File: config.mk
export PLATFORM = sky130hd
export DESIGN_NAME = dual_timer
export DESIGN_NICKNAME = d
export VERILOG_FILES = /design/src/hdl/fall_sampler.v /design/src/hdl/dual_timer.v
export VERILOG_INCLUDE_DIRS = /design/src /design/src/shared
export SDC_FILE = /design/constraint.sdc
export NUM_CORES = 1
export LEC_CHECK = 0
export BUFFER_PORTS_ARGS = -buffer_cell sky130_fd_sc_hd__buf_2
export CORE_MARGIN = 3
export CORE_UTILIZATION = 35
export DETAILED_ROUTE_END_ITERATION = 6
export GPL_TIMING_DRIVEN = 1
export PLACE_DENSITY = 0.51
export SYNTH_ARGS = -nofsm -noshare
export SYNTH_HDL_FRONTEND = slang
export SYNTH_SLANG_ARGS = --single-unit
File: constraint.sdc
create_clock -name core_clk -period 2.5 [get_ports core_clk]
set_clock_uncertainty 0.15 [all_clocks]
set_input_delay 0.375 -clock core_clk [delete_from_list [all_inputs] [get_ports core_clk]]
set_output_delay 0.375 -clock core_clk [all_outputs]
set_load 0.02 [all_outputs]
File: src/shared/dual_timer_map.vh
// Purpose: Register map, field positions and constants of the dual timer.
// Assumes: Plain Verilog-2005; included by bare name.
// Notes:   Register offsets are word indices on an 8-bit plain port.
`ifndef DUAL_TIMER_MAP_VH
`define DUAL_TIMER_MAP_VH

// Register offsets
`define ADDR_W              4
`define OFS_CONTROL_STATUS  4'h0
`define OFS_MODE_CONFIG     4'h1
`define OFS_CLOCK_SELECT    4'h2
`define OFS_T0_LOW          4'h3
`define OFS_T0_HIGH         4'h4
`define OFS_T1_LOW          4'h5
`define OFS_T1_HIGH         4'h6
`define OFS_IRQ_STATUS      4'h7
`define OFS_IRQ_MASK        4'h8

// Reset values
`define RST_BYTE            8'h00
`define RST_NIBBLE          4'h0

// timer_control_status fields
`define CS_TF1              7
`define CS_TR1              6
`define CS_TF0              5
`define CS_TR0              4
`define CS_IE1              3
`define CS_IT1              2
`define CS_IE0              1
`define CS_IT0              0

// timer_mode_config fields
`define MC_TIMER1_GATE_ENABLE            7
`define MC_CT1              6
`define MC_T1MODE_HI        5
`define MC_T1MODE_LO        4
`define MC_TIMER0_GATE_ENABLE            3
`define MC_CT0              2
`define MC_T0MODE_HI        1
`define MC_T0MODE_LO        0

// clock_select fields
`define CK_T1M              4
`define CK_T0M              3

// irq_status / irq_mask fields
`define IRQ_TF0             0
`define IRQ_TF1             1
`define IRQ_IE0             2
`define IRQ_IE1             3

// Timer modes
`define MODE_13BIT          2'h0
`define MODE_16BIT          2'h1
`define MODE_AUTORELOAD     2'h2
`define MODE_SPLIT          2'h3

// Counting constants
`define BYTE_ONES           8'hFF
`define LOW5_ONES           5'h1F
`define INC9                9'h001
`define INC14               14'h0001
`define INC17               17'h00001
`define PRESCALE_DIV        4'hC
`define PRESCALE_LAST       4'hB
`define PRESCALE_ZERO       4'h0
`define PRESCALE_STEP       4'h1

`endif

File: src/hdl/fall_sampler.v
// Purpose: Samples a pin on the system clock and flags high-to-low moves.
// Assumes: Pin is synchronous to core_clk.
// Notes:   One pulse per transition; pulse is one cycle wide.
`timescale 1ns/10ps
`include "dual_timer_map.vh"

module fall_sampler (
	// Clock and reset
	input  wire core_clk,
	input  wire resetn,
	// Pin and event
	input  wire pin,
	output reg  level,
	output wire fall
);
	reg older;

	// Two consecutive samples give one event per transition
	always @(posedge core_clk or negedge resetn) begin
		if (!resetn) begin
			level <= 1'b1;
			older <= 1'b1;
		end else begin
			level <= pin;
			older <= level;
		end
	end

	assign fall = older & ~level;
endmodule // fall_sampler

File: src/hdl/dual_timer.v
// Purpose: Two 8051-style counter/timers with split mode for the first.
// Assumes: Single clock; pins synchronous; registers on an 8-bit plain port.
// Notes:   Read data stands one cycle after the read strobe.
// Behaviour
// - Split mode runs first timer's low and high bytes as separate 8-bit counters.
// - Split low byte uses first timer's run, count-select, gate and overflow flag.
// - Split low byte counts internal clock or count pin falls per count-select.
// - Split high byte is a timer only, on system or prescaled clock.
// - Split high byte runs on second timer's run bit alone.
// - Split high byte overflow sets second timer's flag and its interrupt.
// - Second timer in mode 3 is inactive and holds its count.
// - During split, second timer ignores external clocks and never sets its flag.
// - During split, second timer overflow pulse still leaves as baud/start source.
// - During split, second timer runs in modes 0-2, stops in mode 3.
// - Run bit set counts only if gate clear or gate input high.
// - Count-select 1 counts pin falls, 0 uses clock chosen by clock-select.
// - Counter overflow sets the timer's flag and requests an interrupt if enabled.
`timescale 1ns/10ps
`include "dual_timer_map.vh"

module dual_timer (
	// Clock and reset
	input  wire                 core_clk,
	input  wire                 resetn,
	// Register port
	input  wire [`ADDR_W-1:0]   reg_addr,
	input  wire [7:0]           reg_wdata,
	input  wire                 reg_write,
	input  wire                 reg_read,
	output reg  [7:0]           reg_rdata,
	// External pins
	input  wire                 count_pin_0,
	input  wire                 count_pin_1,
	input  wire                 ext_input0_n,
	input  wire                 ext_input1_n,
	// Vector acknowledge pulses
	input  wire                 timer0_vector_ack,
	input  wire                 timer1_vector_ack,
	input  wire                 ext_ext_input0_n_vector_ack,
	input  wire                 ext_ext_input1_n_vector_ack,
	// Outputs
	output reg                  irq,
	output reg                  timer1_overflow_pulse
);
	// Register state
	reg  [7:0] timer_control_status;
	reg  [7:0] timer_mode_config;
	reg  [7:0] clock_select;
	reg  [7:0] t0_low_byte;
	reg  [7:0] t0_high_byte;
	reg  [7:0] t1_low_byte;
	reg  [7:0] t1_high_byte;
	reg  [3:0] irq_status;
	reg  [3:0] irq_mask;
	reg  [3:0] prescale_count;
	reg        prescale_tick;

	// Next values
	reg  [7:0] next_t0_low;
	reg  [7:0] next_t0_high;
	reg  [7:0] next_t1_low;
	reg  [7:0] next_t1_high;
	reg  [7:0] next_control_status;
	reg  [3:0] next_irq_status;
	reg  [7:0] next_rdata;
	reg        t0_ovf;
	reg        th0_ovf;
	reg        t1_ovf;
	reg        t1_go;
	reg  [3:0] irq_events;

	// Sampled pins
	wire       cnt0_fall;
	wire       cnt1_fall;
	wire       timer0_gate_enable_level;
	wire       timer1_gate_enable_level;
	wire       ext0_fall;
	wire       ext1_fall;

	// Field views
	wire       timer0_run          = timer_control_status[`CS_TR0];
	wire       timer1_run          = timer_control_status[`CS_TR1];
	wire       timer0_overflow_flag = timer_control_status[`CS_TF0];
	wire       timer1_overflow_flag = timer_control_status[`CS_TF1];
	wire       ext_ext_input0_n_flag       = timer_control_status[`CS_IE0];
	wire       ext_ext_input1_n_flag       = timer_control_status[`CS_IE1];
	wire       ext_ext_input0_n_edge_select = timer_control_status[`CS_IT0];
	wire       ext_ext_input1_n_edge_select = timer_control_status[`CS_IT1];
	wire       timer0_gate_enable  = timer_mode_config[`MC_TIMER0_GATE_ENABLE];
	wire       timer1_gate_enable  = timer_mode_config[`MC_TIMER1_GATE_ENABLE];
	wire       timer0_count_select = timer_mode_config[`MC_CT0];
	wire       timer1_count_select = timer_mode_config[`MC_CT1];
	wire [1:0] timer0_mode_field   = {timer_mode_config[`MC_T0MODE_HI],
	                                  timer_mode_config[`MC_T0MODE_LO]};
	wire [1:0] timer1_mode_field   = {timer_mode_config[`MC_T1MODE_HI],
	                                  timer_mode_config[`MC_T1MODE_LO]};
	wire       timer0_clock_select = clock_select[`CK_T0M];
	wire       timer1_clock_select = clock_select[`CK_T1M];

	wire       split = (timer0_mode_field == `MODE_SPLIT);

	// Bus decode
	wire       wr_cs   = reg_write && (reg_addr == `OFS_CONTROL_STATUS);
	wire       wr_mc   = reg_write && (reg_addr == `OFS_MODE_CONFIG);
	wire       wr_ck   = reg_write && (reg_addr == `OFS_CLOCK_SELECT);
	wire       wr_t0l  = reg_write && (reg_addr == `OFS_T0_LOW);
	wire       wr_t0h  = reg_write && (reg_addr == `OFS_T0_HIGH);
	wire       wr_t1l  = reg_write && (reg_addr == `OFS_T1_LOW);
	wire       wr_t1h  = reg_write && (reg_addr == `OFS_T1_HIGH);
	wire       wr_ist  = reg_write && (reg_addr == `OFS_IRQ_STATUS);
	wire       wr_imk  = reg_write && (reg_addr == `OFS_IRQ_MASK);

	// Internal timebases: system clock every cycle, or prescaled tick
	wire       int_tick0 = timer0_clock_select | prescale_tick;
	wire       int_tick1 = timer1_clock_select | prescale_tick;

	// Gating by run bit and gate input
	wire       en0 = timer0_run & (~timer0_gate_enable | timer0_gate_enable_level);
	wire       en1 = timer1_run & (~timer1_gate_enable | timer1_gate_enable_level);

	// Source selection by count-select
	wire       src0 = timer0_count_select ? cnt0_fall : int_tick0;
	wire       src1 = timer1_count_select ? cnt1_fall : int_tick1;
	wire       tick0 = en0 & src0;

	// Pin samplers
	// Count pins need only the fall event, so their level is left open
	fall_sampler u_cnt0 (
		.core_clk (core_clk),
		.resetn   (resetn),
		.pin      (count_pin_0),
		.level    (),
		.fall     (cnt0_fall)
	);
	fall_sampler u_cnt1 (
		.core_clk (core_clk),
		.resetn   (resetn),
		.pin      (count_pin_1),
		.level    (),
		.fall     (cnt1_fall)
	);
	fall_sampler u_ext0 (
		.core_clk (core_clk),
		.resetn   (resetn),
		.pin      (ext_input0_n),
		.level    (timer0_gate_enable_level),
		.fall     (ext0_fall)
	);
	fall_sampler u_ext1 (
		.core_clk (core_clk),
		.resetn   (resetn),
		.pin      (ext_input1_n),
		.level    (timer1_gate_enable_level),
		.fall     (ext1_fall)
	);

	// One count step in modes 0, 1 and 2; mode 3 holds
	function [16:0] step;
		input [1:0] mode;
		input [7:0] hi;
		input [7:0] lo;
		reg   [13:0] s13;
		begin
			s13 = {1'b0, hi, lo[4:0]} + `INC14;
			case (mode)
				`MODE_13BIT: begin
					// Upper three bits of the low byte are left untouched
					step = {s13[13], s13[12:5], lo[7:5], s13[4:0]};
				end
				`MODE_16BIT: begin
					step = {1'b0, hi, lo} + `INC17;
				end
				`MODE_AUTORELOAD: begin
					if (lo == `BYTE_ONES)
						step = {1'b1, hi, hi};
					else
						step = {1'b0, hi, lo + 8'h01};
				end
				default: begin
					step = {1'b0, hi, lo};
				end
			endcase
		end
	endfunction

	// Counting and flag logic
	always @* begin
		next_t0_low  = t0_low_byte;
		next_t0_high = t0_high_byte;
		next_t1_low  = t1_low_byte;
		next_t1_high = t1_high_byte;
		t0_ovf       = 1'b0;
		th0_ovf      = 1'b0;
		t1_ovf       = 1'b0;

		if (split) begin
			// Low byte: own controls and selected source
			if (tick0)
				{t0_ovf, next_t0_low} = {1'b0, t0_low_byte} + `INC9;
			// High byte: second timer's run bit, internal clock only
			if (timer1_run && int_tick0)
				{th0_ovf, next_t0_high} = {1'b0, t0_high_byte} + `INC9;
		end else if (tick0) begin
			{t0_ovf, next_t0_high, next_t0_low} =
				step(timer0_mode_field, t0_high_byte, t0_low_byte);
		end

		// Second timer: run follows its mode during split, never a pin
		if (split)
			t1_go = (timer1_mode_field != `MODE_SPLIT) & int_tick1;
		else
			t1_go = en1 & src1;
		if (t1_go)
			{t1_ovf, next_t1_high, next_t1_low} =
				step(timer1_mode_field, t1_high_byte, t1_low_byte);

		// Software writes win over counting
		if (wr_t0l)
			next_t0_low = reg_wdata;
		if (wr_t0h)
			next_t0_high = reg_wdata;
		if (wr_t1l)
			next_t1_low = reg_wdata;
		if (wr_t1h)
			next_t1_high = reg_wdata;
	end

	// Control/status next value; a hardware set wins over any clear
	always @* begin
		next_control_status = timer_control_status;
		if (wr_cs)
			next_control_status = reg_wdata;
		else begin
			if (timer0_vector_ack)
				next_control_status[`CS_TF0] = 1'b0;
			if (timer1_vector_ack)
				next_control_status[`CS_TF1] = 1'b0;
			if (ext_ext_input0_n_vector_ack && ext_ext_input0_n_edge_select)
				next_control_status[`CS_IE0] = 1'b0;
			if (ext_ext_input1_n_vector_ack && ext_ext_input1_n_edge_select)
				next_control_status[`CS_IE1] = 1'b0;
		end
		if (t0_ovf)
			next_control_status[`CS_TF0] = 1'b1;
		// During split only the high byte may set the second flag
		if (split ? th0_ovf : t1_ovf)
			next_control_status[`CS_TF1] = 1'b1;
		if (ext_ext_input0_n_edge_select) begin
			if (ext0_fall)
				next_control_status[`CS_IE0] = 1'b1;
		end else begin
			next_control_status[`CS_IE0] = ~timer0_gate_enable_level;
		end
		if (ext_ext_input1_n_edge_select) begin
			if (ext1_fall)
				next_control_status[`CS_IE1] = 1'b1;
		end else begin
			next_control_status[`CS_IE1] = ~timer1_gate_enable_level;
		end
	end

	// Interrupt events: rising of each flag
	always @* begin
		irq_events = `RST_NIBBLE;
		irq_events[`IRQ_TF0] = next_control_status[`CS_TF0] & ~timer0_overflow_flag;
		irq_events[`IRQ_TF1] = next_control_status[`CS_TF1] & ~timer1_overflow_flag;
		irq_events[`IRQ_IE0] = next_control_status[`CS_IE0] & ~ext_ext_input0_n_flag;
		irq_events[`IRQ_IE1] = next_control_status[`CS_IE1] & ~ext_ext_input1_n_flag;
		next_irq_status = irq_status;
		if (wr_ist)
			next_irq_status = irq_status & ~reg_wdata[3:0];
		next_irq_status = next_irq_status | irq_events;
	end

	// Read multiplexer; unmapped offsets read zero
	always @* begin
		case (reg_addr)
			`OFS_CONTROL_STATUS: next_rdata = timer_control_status;
			`OFS_MODE_CONFIG:    next_rdata = timer_mode_config;
			`OFS_CLOCK_SELECT:   next_rdata = clock_select;
			`OFS_T0_LOW:         next_rdata = t0_low_byte;
			`OFS_T0_HIGH:        next_rdata = t0_high_byte;
			`OFS_T1_LOW:         next_rdata = t1_low_byte;
			`OFS_T1_HIGH:        next_rdata = t1_high_byte;
			`OFS_IRQ_STATUS:     next_rdata = {4'h0, irq_status};
			`OFS_IRQ_MASK:       next_rdata = {4'h0, irq_mask};
			default:             next_rdata = `RST_BYTE;
		endcase
	end

	// Prescaler: one tick every PRESCALE_DIV system clocks
	always @(posedge core_clk or negedge resetn) begin
		if (!resetn) begin
			prescale_count <= `PRESCALE_ZERO;
			prescale_tick  <= 1'b0;
		end else if (prescale_count == `PRESCALE_LAST) begin
			prescale_count <= `PRESCALE_ZERO;
			prescale_tick  <= 1'b1;
		end else begin
			prescale_count <= prescale_count + `PRESCALE_STEP;
			prescale_tick  <= 1'b0;
		end
	end

	// State registers
	always @(posedge core_clk or negedge resetn) begin
		if (!resetn) begin
			timer_control_status  <= `RST_BYTE;
			timer_mode_config     <= `RST_BYTE;
			clock_select          <= `RST_BYTE;
			t0_low_byte           <= `RST_BYTE;
			t0_high_byte          <= `RST_BYTE;
			t1_low_byte           <= `RST_BYTE;
			t1_high_byte          <= `RST_BYTE;
			irq_status            <= `RST_NIBBLE;
			irq_mask              <= `RST_NIBBLE;
			reg_rdata             <= `RST_BYTE;
			irq                   <= 1'b0;
			timer1_overflow_pulse <= 1'b0;
		end else begin
			timer_control_status <= next_control_status;
			if (wr_mc)
				timer_mode_config <= reg_wdata;
			// Only the two clock-select bits are kept
			if (wr_ck)
				clock_select <= reg_wdata & ((8'h01 << `CK_T1M) | (8'h01 << `CK_T0M));
			if (wr_imk)
				irq_mask <= reg_wdata[3:0];
			t0_low_byte  <= next_t0_low;
			t0_high_byte <= next_t0_high;
			t1_low_byte  <= next_t1_low;
			t1_high_byte <= next_t1_high;
			irq_status   <= next_irq_status;
			// Output stays registered; follows status one cycle later
			irq          <= |(irq_status & irq_mask);
			if (reg_read)
				reg_rdata <= next_rdata;
			else
				reg_rdata <= `RST_BYTE;
			// Overflow pulse leaves even while the flag is withheld
			timer1_overflow_pulse <= t1_ovf;
		end
	end
endmodule // dual_timer

; After elaboration in Yosys (flattened, before gate mapping)
; Cells that the tools add are included.
[totals]
reg_bits = 81
output_inout_bits = 10
[classes]
n_addsub = 9
eq_ne = 22
n_mux = 44
n_bitwise = 31
reduce_logical = 32
[op_table]
columns = operator, count
row1 = $mux W8, 13
row2 = $pmux W17 S3, 2
row3 = $pmux W8 S9, 1
row4 = $add A16 B1 Y17 const B, 2
row5 = $mux W17, 2
row6 = $add A13 B1 Y14 const B, 2
row7 = $mux W1, 24
row8 = $add A8 B1 Y9 const B, 2
row9 = $add A8 B1 Y8 const B, 2
row10 = $eq A4 B3 Y1 const B, 4
row11 = $eq A8 B8 Y1 const B, 2
row12 = $and A1 B1 Y1, 13
row13 = $logic_and A1 B1 Y1, 12
row14 = $reduce_bool A4 Y1, 3
row15 = $not A1 Y1, 10
row16 = $reduce_and A3 Y1, 3
row17 = $reduce_bool A3 Y1, 3
row18 = $and A4 B4 Y4, 2
row19 = $eq A4 B2 Y1 const B, 2
row20 = $eq A4 B4 Y1 const B, 2
row21 = $mux W4, 2
row22 = $eq A2 B2 Y1 const B, 3
row23 = $ne A2 B2 Y1 const B, 3
row24 = $ne A3 B3 Y1 const B, 2
row25 = 14 further kinds, 22

; Longest topological paths before layout
[logic_depth]
ltp_word = 10
mapped_depth = 9
ltp_nobuf = 8

; By module
; Synthesis repeated with hierarchy kept, for this count alone.
[unflattened]
cells_unflattened = 608
hier_area_um2 = 5345.1
[by_module_without_submodules]
columns = module, n_inst, cells_per_inst, area_per_inst_um2, seq_area_each_um2
row1 = dual_timer, 1, 596, 5079.9, 1826.8
row2 = fall_sampler, 4, 3, 66.3, 52.6

; Worst setup path after synthesis
; Ideal clock, no wire load.
[synth_timing]
kind = register -> register
startpoint = register timer_mode_config[0]
endpoint = register t1_low_byte[5]
t_arrival_ps = 1814
required_time_ps = 2222
path_slack_ps = 408
path_stages_with_launch = 9
n_path_buf = 1
path_cell_list = dfrtp_1 ha_1 nand2b_1 a211o_1 a21o_1 buf_2 o211ai_1 o31a_1 o21ai_0
[synth_between]
elab_chain_len = 4
[synth_lines]
columns = item, line_no
row1 = start: declaration, dual_timer.v:47  ; reg [7:0] timer_mode_config;
row2 = start signal: assignment, dual_timer.v:309  ; timer_mode_config <= `RST_BYTE;
row3 = start signal: assignment, dual_timer.v:323  ; timer_mode_config <= reg_wdata;
row4 = $eq A2 B2 Y1 (no source line), --
row5 = $mux W1, dual_timer.v:209  ; if (split)
row6 = $reduce_bool A2 Y1 (no source line), --
row7 = $reduce_and A3 Y1 (no source line), --
row8 = end signal: assignment, dual_timer.v:313  ; t1_low_byte <= `RST_BYTE;
row9 = end signal: assignment, dual_timer.v:331  ; t1_low_byte <= next_t1_low;
row10 = end: declaration, dual_timer.v:51  ; reg [7:0] t1_low_byte;
; Every way passes these cells.
; A chain may end at the register's enable or synchronous reset.

; Final worst setup path
[layout_timing]
startpoint = register t1_low_byte[1]
endpoint = register t1_high_byte[7]
[layout_between]
elab_chain_len = 4
elab_cells_between_ends = 5
classes_between = add/sub: 2 / mux: 3
[layout_lines]
columns = item, line_no
row1 = $add A16 B1 Y17 (no source line) or $add A13 B1 Y14 (tied branches), --
row2 = $pmux W17 S3 *, dual_timer.v:165  ; case (mode)
row3 = $mux W8 *, dual_timer.v:213  ; if (t1_go)
row4 = $mux W8 *, dual_timer.v:224  ; if (wr_t1h)
row5 = end signal: assignment, dual_timer.v:314  ; t1_high_byte <= `RST_BYTE;
row6 = end signal: assignment, dual_timer.v:332  ; t1_high_byte <= next_t1_high;
row7 = end: declaration, dual_timer.v:52  ; reg [7:0] t1_high_byte;
; Mark *: on every way between the ends. The rest lies on a longest branch, timed or not. The select of a mux whose other input is x is not followed.

==> run summary <==
Placed Instances = 808
First-pass GRT wire length = 27.5 mm
Status = finished clean
Share of cells above drive strength 1 = 0.189
Worst R2R Setup Slack = 0.19 ns
Worst Hold Launch = timer0_vector_ack
CTS sink cnt = 81
Diodes inserted = 0
Worst-skew pair later-pin latency = 0.36 ns
Die Wd = 128 um
Highest Clock Rate = 0.432 GHz
GR Util All Layers = 0.222
# IOs = 34
Worst Hold Class = input port to register
Grt met1 use = 0.322
Ys Warns = 0
Grt total ovfl = 0
CP Max Fanout = 7
Reg power frac = 0.406
Starting DRC count in detailed routing = 543
FFs w/ async S/R, synth = 1.00
Clk buf depth = 2
Max-cap violations = 0
Min setup slack post-route = 0.185 ns
Non-filler instance count after layout = 830
Critical path class = register to register
Setup TNS = 0 ns
Design internal power = 0.00321 W
Hold Path End = timer_control_status[5]
Pre-CTS WS = 0.131 ns
Seq/Total Area, Yosys = 0.390
Pwr dens = 879 mW/mm2
Hold Path Depth = 3
Tmin final = 2.31 ns
CP Buf/Inv Count = 1
Avg Vias per Cell = 5.84
Syn avg cell area = 8.75 um2
Cell taking the most area after synthesis = dfrtp_1
Post-synth top area share = 0.350
Critical path's most frequent cell = nand4_1
Clock power frac = 0.264
Startpoint types = register
Reg2reg end = t1_high_byte[7]
DP HPWL = 13.0 mm
Net Sw Frac = 0.398
P_sw = 0.00213 W
Dominant synthesized flop cell = dfrtp_1
TritonCTS clock tree = done
Vias in the first global route = 4,582
# port buffers = 33
Met3 Track Usage GR = 0.0425
Drt drc = 0
Most used routing layer in global routing = met2
Hold Fails Final Rpt = 0
Largest net degree at the start of global routing = 34
Worst path max stage delay = 0.48 ns
Total Wirelength = 17.7 mm
CORE AREA = 0.0146 mm2
Critical Path AT = 2.41 ns
Cell variety after synth = 69
Relative slew slack = 0.538
Final setup vio count = 0
Synth Register Bits = 81
Avg WL per Cell = 21.3 um
Detailed-router iteration count before antenna repair = 6
Logic pwr share = 0.330
Worst-path cell with the longest stage delay = dfrtp_1
ANT nets after route = 0
Period utilization = 0.926
Slew @ Worst Pin = 0.676 ns
CP endpoint kind = register
Filler cell count = 1,487
Lkg Pwr = 2.53 nW
Cell family with most CP delay = compound AO/OA/AOI/OAI gates
Ranking of synthesized cells by area = dfrtp_1, nand2_1, o21ai_0
Reg2Reg Depth = 8
Net Count, Synth = 629
Maximum vdd drop = 0.564 mV
H-Tree Depth = 3
Mapped Cells = 597
Max Slew Vio Count = 0
CTS root buf = clkbuf_16
Number of synthesized flops with an enable pin = 0
Row Count = 44
Worst path cell trace = ha_1 > nand4_1 > buf_4 > o32a_1 > a211oi_2 > nand4_1 > xor2_1 > o21ai_2
CP required = 2.59 ns
Mapped cell area = 0.00522 mm2
RSZ-0062 raised after global routing = false
Vias = 4,847
Die area = 0.0164 mm2
Initial antenna violation count = 0
Met2 Use GR = 0.336
Area delta synth->final = 16.3%
Placer Congestion = 0.896
Worst r2r src = t1_low_byte[1]
Worst-path clk slew = 0.07 ns
Fin nets = 673
CTS Buf Count = 9
Die height = 128 um
Initial Util = 0.358
==> registers in the layout, summed over array words and instances (netlist names) <==
signal / flops
t0_high_byte: 8
timer_mode_config: 8
t1_high_byte: 8
u_ext1.level: 1
irq: 1
prescale_tick: 1
u_ext1.older: 1
u_ext0.older: 1
prescale_count: 4
t1_low_byte: 8
u_cnt0.older: 1
u_cnt0.level: 1
clock_select: 2
timer1_overflow_pulse: 1
u_cnt1.older: 1
t0_low_byte: 8
timer_control_status: 8
u_ext0.level: 1
reg_rdata: 8
irq_mask: 4
u_cnt1.level: 1
irq_status: 4
==> layout by cell type, fill, tap and decap left out, types with 8 or more instances in the layout <==
cell and n:
dfrtp_1 73, nand2_1 67, nor2_1 57, o21ai_0 44, buf_2 32, buf_4 31
a21oi_1 23, inv_1 19, mux2i_1 19, nand3_1 19, mux2_2 18, nor3_1 18
xor2_1 15, xnor2_1 12, nor2b_1 10, a221oi_1 9, o22ai_1 9, clkbuf_16 9
nand2b_1 8, a31oi_1 8, nand4_1 8, ha_1 8, dfstp_2 8
==> layer usage <==
layer	vias to the layer above	part of all wire
met5	-	0
met4	0	0.021
met3	26	0.051
met2	166	0.46
met1	2397	0.47
li1	2258	-
==> power by group through the flow <==
stage          Combinational, W  Sequential (W)  Clock [W]
6_report                0.00176         0.00217    0.00141
5_1_grt                 0.00195         0.00222    0.00149
4_1_cts                 0.00175         0.00215    0.00144
3_5_place_dp            0.00173         0.00218          0
3_3_place_gp            0.00172         0.00217          0
2_1_floorplan           0.00135         0.00188          0
==> metrics by stage <==
step / total power, W / util / instance area [um2] / hold slack [ns]
floorplan: 0.00323 / - / 5220 / -0.0706
global placement: 0.00389 / 0.391 / 5710 / 0.204
detailed placement: 0.00391 / 0.391 / 5710 / 0.207
CTS: 0.00535 / 0.416 / 6060 / 0.134
global route: 0.00566 / 0.417 / 6080 / 0.152
finish: 0.00534 / 0.417 / 6080 / 0.146
==> worst max-delay path by stage <==
| stage | from | endpoint | slack [ns] | depth (start not counted) |
|---|---|---|---|---|
| CTS | t1_low_byte[1] | irq_status[1] | 0.10 | 7 |
| global route | timer_mode_config[1] | t1_low_byte[7] | 0.005 | 7 |
| detailed placement | t1_low_byte[1] | irq_status[1] | 0.13 | 7 |
| floorplan | timer_mode_config[0] | t1_low_byte[5] | 0.41 | 8 |
| global placement | t1_low_byte[1] | t1_high_byte[7] | 0.16 | 7 |
| finish | t1_low_byte[1] | t1_high_byte[7] | 0.19 | 8 |
==> worst min-delay path, cell delays in order <==
cell	delay, ns
buf_2	0.08
nand3b_1	0.09
nand2_1	0.06
==> cell families (layout without fill, tap and decap cells) <==
family / Yosys count / count (layout) / synth area share
xor gates and xnor gates: 27 / 27 / 0.0453
DFF: 81 / 81 / 0.390
buffers and inverters: 56 / 105 / 0.0462
AOI/OAI and AO/OA: 164 / 164 / 0.213
adders and majority gates: 8 / 8 / 0.0192
muxes: 37 / 37 / 0.0752
and+or+nand+nor: 224 / 224 / 0.211
==> repair_timing <==
action | CTS | global route
hold buffers | 5 | 0
gates resized for setup | 0 | 1
endpoints found under the setup margin | 0 | 4
endpoints found under the hold margin | 29 | 0
setup buffers | 0 | 1
==> synthesized netlist by cell type, types with 8 or more instances <==
| cell | n |
|---|---|
| o22ai_1 | 9 |
| nand3_1 | 19 |
| buf_2 | 20 |
| nor2_1 | 57 |
| clkbuf_1 | 13 |
| a31oi_1 | 8 |
| nand2b_1 | 8 |
| dfstp_2 | 8 |
| xor2_1 | 15 |
| o21ai_0 | 44 |
| nand2_1 | 67 |
| xnor2_1 | 12 |
| mux2i_1 | 19 |
| dfrtp_1 | 73 |
| nor3_1 | 18 |
| mux2_2 | 18 |
| a221oi_1 | 10 |
| a21oi_1 | 23 |
| ha_1 | 8 |
| nor2b_1 | 10 |
| inv_1 | 19 |
| nand4_1 | 8 |
==> cell type report <==
| type | count | area (um2) | area share |
|---|---|---|---|
| clock buffer | 10 | 229 | 0.0377 |
| inverter | 19 | 71.3 | 0.0117 |
| sequential | 81 | 2040 | 0.335 |
| timing repair buffer | 70 | 483 | 0.0795 |
| multi-input combinational | 460 | 2950 | 0.486 |
| clock inverter | 6 | 75.1 | 0.0124 |
| tap | 184 | 230 | 0.0379 |
No activity file was read; power rests on OpenSTA's default activity.
